**config.mk**
```make
export PLATFORM = sky130hd
export DESIGN_NAME = oss_top
export DESIGN_NICKNAME = d
export VERILOG_FILES = /design/src/oss_pkg.sv /design/src/oss_top.sv
export VERILOG_INCLUDE_DIRS = /design/src /design/src/src
export SDC_FILE = /design/constraint.sdc
export NUM_CORES = 1
export LEC_CHECK = 0
export BUFFER_PORTS_ARGS = -buffer_cell sky130_fd_sc_hd__buf_2
export CAP_MARGIN = 10
export CORE_UTILIZATION = 40
export CTS_CLUSTER_SIZE = 25
export DETAILED_ROUTE_END_ITERATION = 8
export GPL_TIMING_DRIVEN = 0
export MAX_ROUTING_LAYER = met4
export PLACE_DENSITY_LB_ADDON = 0.2
export SETUP_SLACK_MARGIN = 0.1
export SLEW_MARGIN = 20
export SYNTH_ARGS = -nofsm -noshare
export SYNTH_HDL_FRONTEND = slang
export SYNTH_SLANG_ARGS = --single-unit
```
**constraint.sdc**
```tcl
create_clock -name clk_sys -period 2.5 [get_ports clk_sys]
set_clock_uncertainty 0.15 [all_clocks]
set_input_delay 0.5 -clock clk_sys [delete_from_list [all_inputs] [get_ports clk_sys]]
set_output_delay 0.5 -clock clk_sys [all_outputs]
set_load 0.02 [all_outputs]
```
**src/oss_consts.svh**
```systemverilog
// Overview of operation
// - resonator modes count 1024 crystal input edges before clock is stable
// - count starts after power-on (after power-up delay if enabled) and wake
// - execution is held while the start-up count runs
// - external logic clock mode skips the start-up count entirely
// - external logic clock drives input pin; output pin becomes general I/O
// - fully static: a stopped clock keeps all state, resumes unchanged
// - resonator mode picks low, medium or high amplifier gain
// - resistor-capacitor mode drives output pin with clock divided by four
// - resistor-capacitor I/O mode frees output pin as general I/O
// - internal clock-out mode frees input pin, outputs internal clock over four
// - internal I/O mode frees both clock pins as general I/O
// - fast internal oscillator feeds postscaler choosing one of seven rates
// - fast oscillator on when select nonzero and clock select or two-speed
// - slow internal oscillator is a second internal source
// - status bit shows fast internal oscillator stable
// - trim value is five-bit two's complement, resets to zero
// - trim write takes effect with no completion indication
// - trim never touches the slow oscillator
// - one select bit chooses configured external or internal source
// - internal system clock rate follows the frequency select field
// - select 111 is top rate halving to 001; 000 slow; resets 110
// - select bit 1 means internal clock, 0 configured source
// - start-up source flag 1 on configured clock, 0 on internal
// - trim 00000 calibrated, 01111 maximum, 10000 minimum
`ifndef OSS_CONSTS_SVH
`define OSS_CONSTS_SVH
`define OSS_ADDR_CTRL   8'h00
`define OSS_ADDR_TRIM   8'h04
`define OSS_ADDR_CFG    8'h08
`define OSS_ADDR_STAT   8'h0c
`define OSS_IFS_LSB     4
`define OSS_STARTUP_SOURCE_STATUS_FLAG_BIT    3
`define OSS_FSTB_BIT    2
`define OSS_SSTB_BIT    1
`define OSS_SEL_BIT     0
`define OSS_TWOSPD_BIT  3
`define OSS_POWER_UP_DELAY_TIMER_BIT    4
`define OSS_IFS_RST     3'h6
`define OSS_IFS_SLOW    3'h0
`define OSS_IFS_TOP     3'h7
`define OSS_SEL_RST     1'h0
`define OSS_TRIM_RST    5'h00
`define OSS_MODE_RST    3'h7
`define OSS_STARTUP_CNT 11'h400
`define OSS_GAIN_OFF    2'h0
`define OSS_GAIN_LOW    2'h1
`define OSS_GAIN_MID    2'h2
`define OSS_GAIN_HIGH   2'h3
`endif

```
**src/oss_pkg.sv**
```systemverilog
package oss_pkg;
  typedef enum logic [2:0] {
    OSS_WATCH   = 3'h0,
    OSS_MEDIUM  = 3'h1,
    OSS_HIGH    = 3'h2,
    OSS_EXTCLK  = 3'h3,
    OSS_RESCAP  = 3'h4,
    OSS_RCAP_IO = 3'h5,
    OSS_INT_OUT = 3'h6,
    OSS_INT_IO  = 3'h7
  } oss_mode_t;
  typedef enum logic [1:0] {
    OSS_BOOT  = 2'h0,
    OSS_WAIT  = 2'h1,
    OSS_COUNT = 2'h3,
    OSS_RUN   = 2'h2
  } oss_state_t;
endpackage

```
**src/oss_top.sv**
```systemverilog
`timescale 1ns/1ns
`include "oss_consts.svh"
module oss_top #(
  parameter int ADDR_W = 8
) (
  input  wire logic              clk_sys,
  input  wire logic              rst,
  input  wire logic              psel,
  input  wire logic              penable,
  input  wire logic              pwrite,
  input  wire logic [ADDR_W-1:0] paddr,
  input  wire logic [31:0]       pwdata,
  output logic      [31:0]       prdata,
  output logic                   pready,
  output logic                   pslverr,
  input  wire logic              por_pulse,
  input  wire logic              wake_pulse,
  input  wire logic              power_up_delay_timer_done,
  input  wire logic              watchdog_enable,
  input  wire logic              crystal_input_pin,
  input  wire logic              internal_clock_pin,
  input  wire logic              fast_osc_ready,
  input  wire logic              slow_osc_ready,
  output logic                   exec_hold,
  output logic                   amp_enable,
  output logic      [1:0]        amp_gain,
  output logic                   fast_osc_enable,
  output logic                   slow_osc_enable,
  output logic      [2:0]        postscale_shift,
  output logic                   use_slow_osc,
  output logic      [4:0]        trim_bits,
  output logic                   sys_clock_internal,
  output logic                   crystal_output_pin_o,
  output logic                   crystal_output_pin_oe,
  output logic                   out_pin_gpio,
  output logic                   in_pin_gpio
);

  // ----------------------------------------
  // registers and synchronisers
  // ----------------------------------------
  logic [2:0]         ifs_reg;
  logic               sel_reg;
  logic [2:0]         mode_reg;
  logic               twospd_reg;
  logic               power_up_delay_timer_en_reg;
  logic [3:0]         s1_reg;
  logic [3:0]         s2_reg;
  logic [1:0]         s3_reg;
  logic               xtal_edge;
  logic               int_edge;
  logic               reson;
  logic               ext_src;
  logic               tick;
  logic [1:0]         div_reg;
  logic [1:0]         div_next;
  logic [10:0]        cnt_reg;
  logic [10:0]        cnt_next;
  logic               evt;
  oss_pkg::oss_state_t state_reg;
  oss_pkg::oss_state_t state_next;
  oss_pkg::oss_state_t boot_tgt;
  logic               wr_en;
  logic               setup;
  logic [31:0]        rd_data;
  logic               hit;
  logic               startup_source_status_flag;

  // two flops per asynchronous input
  always_ff @(posedge clk_sys) begin
    if (rst) begin
      s1_reg <= 4'h0;
      s2_reg <= 4'h0;
      s3_reg <= 2'h0;
    end else begin
      s1_reg <= {slow_osc_ready, fast_osc_ready,
                 internal_clock_pin, crystal_input_pin};
      s2_reg <= s1_reg;
      s3_reg <= s2_reg[1:0];
    end
  end

  assign xtal_edge = s2_reg[0] & ~s3_reg[0];
  assign int_edge  = s2_reg[1] & ~s3_reg[1];

  assign reson = (mode_reg == oss_pkg::OSS_WATCH) ||
                 (mode_reg == oss_pkg::OSS_MEDIUM) ||
                 (mode_reg == oss_pkg::OSS_HIGH);

  // ----------------------------------------
  // apb slave
  // ----------------------------------------
  assign setup = psel & ~penable;
  assign wr_en = psel & penable & pready & pwrite;

  always_comb begin
    rd_data = 32'h0000_0000;
    hit     = 1'b1;
    case (paddr)
      `OSS_ADDR_CTRL: begin
        rd_data[`OSS_IFS_LSB+:3]  = ifs_reg;
        rd_data[`OSS_STARTUP_SOURCE_STATUS_FLAG_BIT]    = startup_source_status_flag;
        rd_data[`OSS_FSTB_BIT]    = s2_reg[2];
        rd_data[`OSS_SSTB_BIT]    = s2_reg[3];
        rd_data[`OSS_SEL_BIT]     = sel_reg;
      end
      `OSS_ADDR_TRIM: rd_data[4:0] = trim_bits;
      `OSS_ADDR_CFG: begin
        rd_data[2:0]              = mode_reg;
        rd_data[`OSS_TWOSPD_BIT]  = twospd_reg;
        rd_data[`OSS_POWER_UP_DELAY_TIMER_BIT]    = power_up_delay_timer_en_reg;
      end
      `OSS_ADDR_STAT: rd_data[0] = exec_hold;
      default: hit = 1'b0;
    endcase
  end

  always_ff @(posedge clk_sys) begin
    if (rst) begin
      pready  <= 1'b0;
      prdata  <= 32'h0000_0000;
      pslverr <= 1'b0;
    end else begin
      pready  <= setup;
      pslverr <= setup & ~hit;
      if (setup) begin
        prdata <= pwrite ? 32'h0000_0000 : rd_data;
      end
    end
  end

  // control writes; state simply holds when no clock arrives
  always_ff @(posedge clk_sys) begin
    if (rst) begin
      ifs_reg     <= `OSS_IFS_RST;
      sel_reg     <= `OSS_SEL_RST;
      trim_bits   <= `OSS_TRIM_RST;
      mode_reg    <= `OSS_MODE_RST;
      twospd_reg  <= 1'b0;
      power_up_delay_timer_en_reg <= 1'b0;
    end else if (wr_en) begin
      if (paddr == `OSS_ADDR_CTRL) begin
        ifs_reg <= pwdata[`OSS_IFS_LSB+:3];
        sel_reg <= pwdata[`OSS_SEL_BIT];
      end
      if (paddr == `OSS_ADDR_TRIM) begin
        trim_bits <= pwdata[4:0];
      end
      if (paddr == `OSS_ADDR_CFG) begin
        mode_reg    <= pwdata[2:0];
        twospd_reg  <= pwdata[`OSS_TWOSPD_BIT];
        power_up_delay_timer_en_reg <= pwdata[`OSS_POWER_UP_DELAY_TIMER_BIT];
      end
    end
  end

  // ----------------------------------------
  // start-up sequencing
  // ----------------------------------------
  assign boot_tgt = reson ? oss_pkg::OSS_COUNT : oss_pkg::OSS_RUN;
  assign evt = por_pulse | wake_pulse | (state_reg == oss_pkg::OSS_BOOT);
  assign cnt_next = cnt_reg + 11'h001;

  always_comb begin
    state_next = state_reg;
    if (por_pulse || state_reg == oss_pkg::OSS_BOOT) begin
      state_next = power_up_delay_timer_en_reg ? oss_pkg::OSS_WAIT : boot_tgt;
    end else if (wake_pulse) begin
      state_next = boot_tgt;
    end else begin
      case (state_reg)
        oss_pkg::OSS_WAIT: begin
          if (power_up_delay_timer_done) begin
            state_next = boot_tgt;
          end
        end
        oss_pkg::OSS_COUNT: begin
          if (xtal_edge && cnt_next == `OSS_STARTUP_CNT) begin
            state_next = oss_pkg::OSS_RUN;
          end
        end
        oss_pkg::OSS_RUN: state_next = oss_pkg::OSS_RUN;
        default: state_next = oss_pkg::OSS_BOOT;
      endcase
    end
  end

  always_ff @(posedge clk_sys) begin
    if (rst) begin
      state_reg <= oss_pkg::OSS_BOOT;
      exec_hold <= 1'b1;
    end else begin
      state_reg <= state_next;
      exec_hold <= (state_next != oss_pkg::OSS_RUN);
    end
  end

  always_ff @(posedge clk_sys) begin
    if (rst) begin
      cnt_reg <= 11'h000;
    end else if (evt) begin
      cnt_reg <= 11'h000;
    end else if (state_reg == oss_pkg::OSS_COUNT && xtal_edge) begin
      cnt_reg <= cnt_next;
    end
  end

  assign startup_source_status_flag = (state_reg == oss_pkg::OSS_RUN) & ~sel_reg;

  // ----------------------------------------
  // divided clock output
  // ----------------------------------------
  assign ext_src  = ~sel_reg & (mode_reg < oss_pkg::OSS_INT_OUT);
  assign tick     = ext_src ? xtal_edge : int_edge;
  assign div_next = tick ? div_reg + 2'h1 : div_reg;

  always_ff @(posedge clk_sys) begin
    if (rst) begin
      div_reg              <= 2'h0;
      crystal_output_pin_o <= 1'b0;
    end else begin
      div_reg              <= div_next;
      crystal_output_pin_o <= div_next[1];
    end
  end

  // ----------------------------------------
  // pin functions and oscillator controls
  // ----------------------------------------
  always_ff @(posedge clk_sys) begin
    if (rst) begin
      crystal_output_pin_oe <= 1'b0;
      out_pin_gpio          <= 1'b1;
      in_pin_gpio           <= 1'b1;
      amp_enable            <= 1'b0;
      amp_gain              <= `OSS_GAIN_OFF;
    end else begin
      crystal_output_pin_oe <= (mode_reg == oss_pkg::OSS_RESCAP) ||
                               (mode_reg == oss_pkg::OSS_INT_OUT);
      out_pin_gpio <= (mode_reg == oss_pkg::OSS_EXTCLK) ||
                      (mode_reg == oss_pkg::OSS_RCAP_IO) ||
                      (mode_reg == oss_pkg::OSS_INT_IO);
      in_pin_gpio  <= (mode_reg == oss_pkg::OSS_INT_OUT) ||
                      (mode_reg == oss_pkg::OSS_INT_IO);
      amp_enable   <= reson;
      case (mode_reg)
        oss_pkg::OSS_WATCH:  amp_gain <= `OSS_GAIN_LOW;
        oss_pkg::OSS_MEDIUM: amp_gain <= `OSS_GAIN_MID;
        oss_pkg::OSS_HIGH:   amp_gain <= `OSS_GAIN_HIGH;
        default:             amp_gain <= `OSS_GAIN_OFF;
      endcase
    end
  end

  always_ff @(posedge clk_sys) begin
    if (rst) begin
      fast_osc_enable    <= 1'b0;
      slow_osc_enable    <= 1'b0;
      postscale_shift    <= 3'h0;
      use_slow_osc       <= 1'b0;
      sys_clock_internal <= 1'b0;
    end else begin
      fast_osc_enable <= (ifs_reg != `OSS_IFS_SLOW) &&
                         (sel_reg || twospd_reg);
      slow_osc_enable <= ((ifs_reg == `OSS_IFS_SLOW) &&
                          (sel_reg || twospd_reg)) ||
                         power_up_delay_timer_en_reg || watchdog_enable;
      postscale_shift <= `OSS_IFS_TOP - ifs_reg;
      use_slow_osc    <= (ifs_reg == `OSS_IFS_SLOW);
      sys_clock_internal <= sel_reg ||
                            (twospd_reg && reson &&
                             state_next != oss_pkg::OSS_RUN);
    end
  end
endmodule

```
==> flow_summary.ini <==
[route]
viasPerCell = 4.83
wl_met2_um = 2640
firstDrtPassIters = 6
drcViolationCount = 10
wl_met3_um = 439
final_antenna_net_count = 0
wl_per_cell_um = 12.5
m1WireLength_um = 2720
vias = 2295
wirelength_um = 5920
drt_iter0_markers = 104
maxUsedRoutingLayer = met4

[timing]
fin_crit_ps = 2080
setup_slack_ps = 423
tightestPinTransition_ps = 640
fin_tns_setup_ps = 0
fmax_ghz = 0.481
rsz0062_at_grt = false
hold_violations = 0
period_share = 0.831
maxSlewViolCount = 0
setup_viol = 0
max-slew-margin-rel = 0.570

[global_routing]
grt_overflow_total = 0
grt_start_max_net_pins = 11
grt_pass1_vias = 2101
grt_pass1_wl_um = 9680
antenna_found_initial = 0
grt.total_usage = 0.180

[power]
swShare = 0.234
clkPwrFrac = 0.400
power_frac_seq = 0.516
p_leak_nw = 1.42
power.density_mw_per_mm2 = 587
ir_worst_vdd_mv = 0.367
intPower_mw = 1.49
power_switching_mw = 0.457
comb_power_share = 0.083

[setup_path]
startpoint_type = flip-flop
end_kind = flip-flop
slowest_delay_ps = 440
crit_chain = ha_1 -> nand2_1 -> a2111oi_0 -> o21ai_0 -> o31ai_1 -> nand2b_1
arrival_ps = 2140
critPathRequiredTime_ps = 2560
rr_worst_depth = 6
crit_slowest_cell = dfxtp_1
crit_fanout = 6
crit_cells = 6
setup.worst_path.class = reg2reg
crit_buf_inv = 0
cp_top_family = compound AO/OA/AOI/OAI gates

[cts]
cts_buffers = 9
cts-htree-levels = 3
cts_root_buffer = clkbuf_8
cts.sinks = 62
cts_tree = yes
cts_resized = 0
clk_pin_slew_ps = 60
cts_max_path_buffers = 2
cts_setup_buffers = 0
holdBufCountCts = 0
clock_latency_ps = 330

[cells_and_area]
layout.nets = 449
syn_to_final_growth_pct = 23.4
drive_above_1_share = 0.246
insertedDiodeCount = 0
design_area_mm2 = 0.00333
largest_reg_flops = 11

[logic_synthesis]
synth_area_leaders = dfxtp_1 (46%), buf_4 (7.2%), nand2_1 (4.7%)
synthTopCellsByCount = dfxtp_1 (62), nand2_1 (34), buf_4 (26), nor2_1 (26), a21oi_1 (21)
yosys.area.top_type = dfxtp_1
synth_top_area_frac = 0.461
syn-cell-area_mm2 = 0.00270
synth_edf_count = 0
ys_ff_latch = 62
yosys_most_used_dff = dfxtp_1
synth_area_per_cell_um2 = 8.81
syn_inst = 306
async_reset_ff_frac = 0
yosysSeqAreaShare = 0.461
yosysWarningCount = 0
ys_types = 46
synth_most_common_cell = dfxtp_1

[floorplan]
row_count = 29
core_mm2 = 0.00642
die-area_mm2 = 0.00707
ios = 107
die_h_um = 84.1
die_w_um = 84.1
initial_utilization = 0.420

[placed_design]
dp_hpwl_um = 4350
preCtsSetupSlack_ps = 125
gp_congestion = 0.810
placed_cell_area_mm2 = 0.00315
port_buffers = 54

[status]
outcome = finished with violations
violations = design-rule violations

[run]
drv_cap = 0

[min_path]
worstHoldPathType = in2reg
whs_path_depth = 2
metal layers:
layer,track usage,vias to the layer above
met5,-,-
met4,0.0846,0
met3,0.0603,12
li1,-,1168
met1,0.223,1037
met2,0.265,78
cells by family after synthesis:
family / after synthesis / share of synthesized area
AO/OA/AOI/OAI: 45 / 0.105
XOR/XNOR: 15 / 0.0487
adder cells (fa/ha/maj): 1 / 0.00464
buffers and inverters: 44 / 0.0980
flip-flops: 62 / 0.461
multiplexers: 7 / 0.0306
other: 1 / 0.00139
AND/OR/NAND/NOR: 131 / 0.251
path summary, 6_finish.rpt:
path / startpoint / to / slack [ps]
worst max-delay path: cnt_reg[0] / exec_hold / 420
worst min-delay path: slow_osc_ready / s1_reg[3] / 220
worst max register to register: cnt_reg[0] / exec_hold / 420
worst min register to register: s1_reg[2] / s2_reg[2] / 290
final cells by class:
| cell class | instances | area, um2 |
|---|---|---|
| Fill cell | 627 | 3100 |
| Multi-Input combinational cell | 224 | 1280 |
| Sequential cell | 62 | 1240 |
| Timing Repair Buffer | 54 | 270 |
| Buffer | 42 | 256 |
| Clock buffer | 13 | 169 |
| Tap cell | 77 | 96.3 |
| Inverter | 2 | 7.51 |
| Clock inverter | 1 | 5.00 |
power by group through the flow:
stage                     clock [mW]  combinational (mW)  sequential (mW)
after floorplan                    0               0.110             1.03
after global placement             0               0.160             1.03
after detailed placement           0               0.161             1.03
after CTS                      0.802               0.162             1.01
after global routing           0.846               0.176             1.01
final                          0.782               0.163             1.01
metrics by stage:
step	utilization	hold slack (ps)	power, mW	cells
final	0.518	223	1.95	475
after detailed placement	0.491	277	1.19	461
after global routing	0.518	217	2.03	475
after floorplan	-	264	1.14	330
after CTS	0.518	212	1.97	475
after global placement	0.491	267	1.19	461
cell usage in the layout, fill, tap and decap left out, types with 2 or more instances in the layout:
master / instances
a211o_1: 4
a21oi_1: 21
buf_2: 55
buf_4: 26
clkbuf_1: 15
clkbuf_8: 12
conb_1: 25
dfxtp_1: 62
inv_1: 2
mux2i_1: 6
nand2_1: 34
nand2b_1: 6
nand3_1: 17
nand3b_1: 2
nand4_1: 8
nor2_1: 26
nor2b_1: 17
nor3_1: 9
nor3b_1: 2
nor4_1: 2
o21ai_0: 7
xnor2_1: 2
xor2_1: 13
No activity file was read; power rests on OpenSTA's default activity.
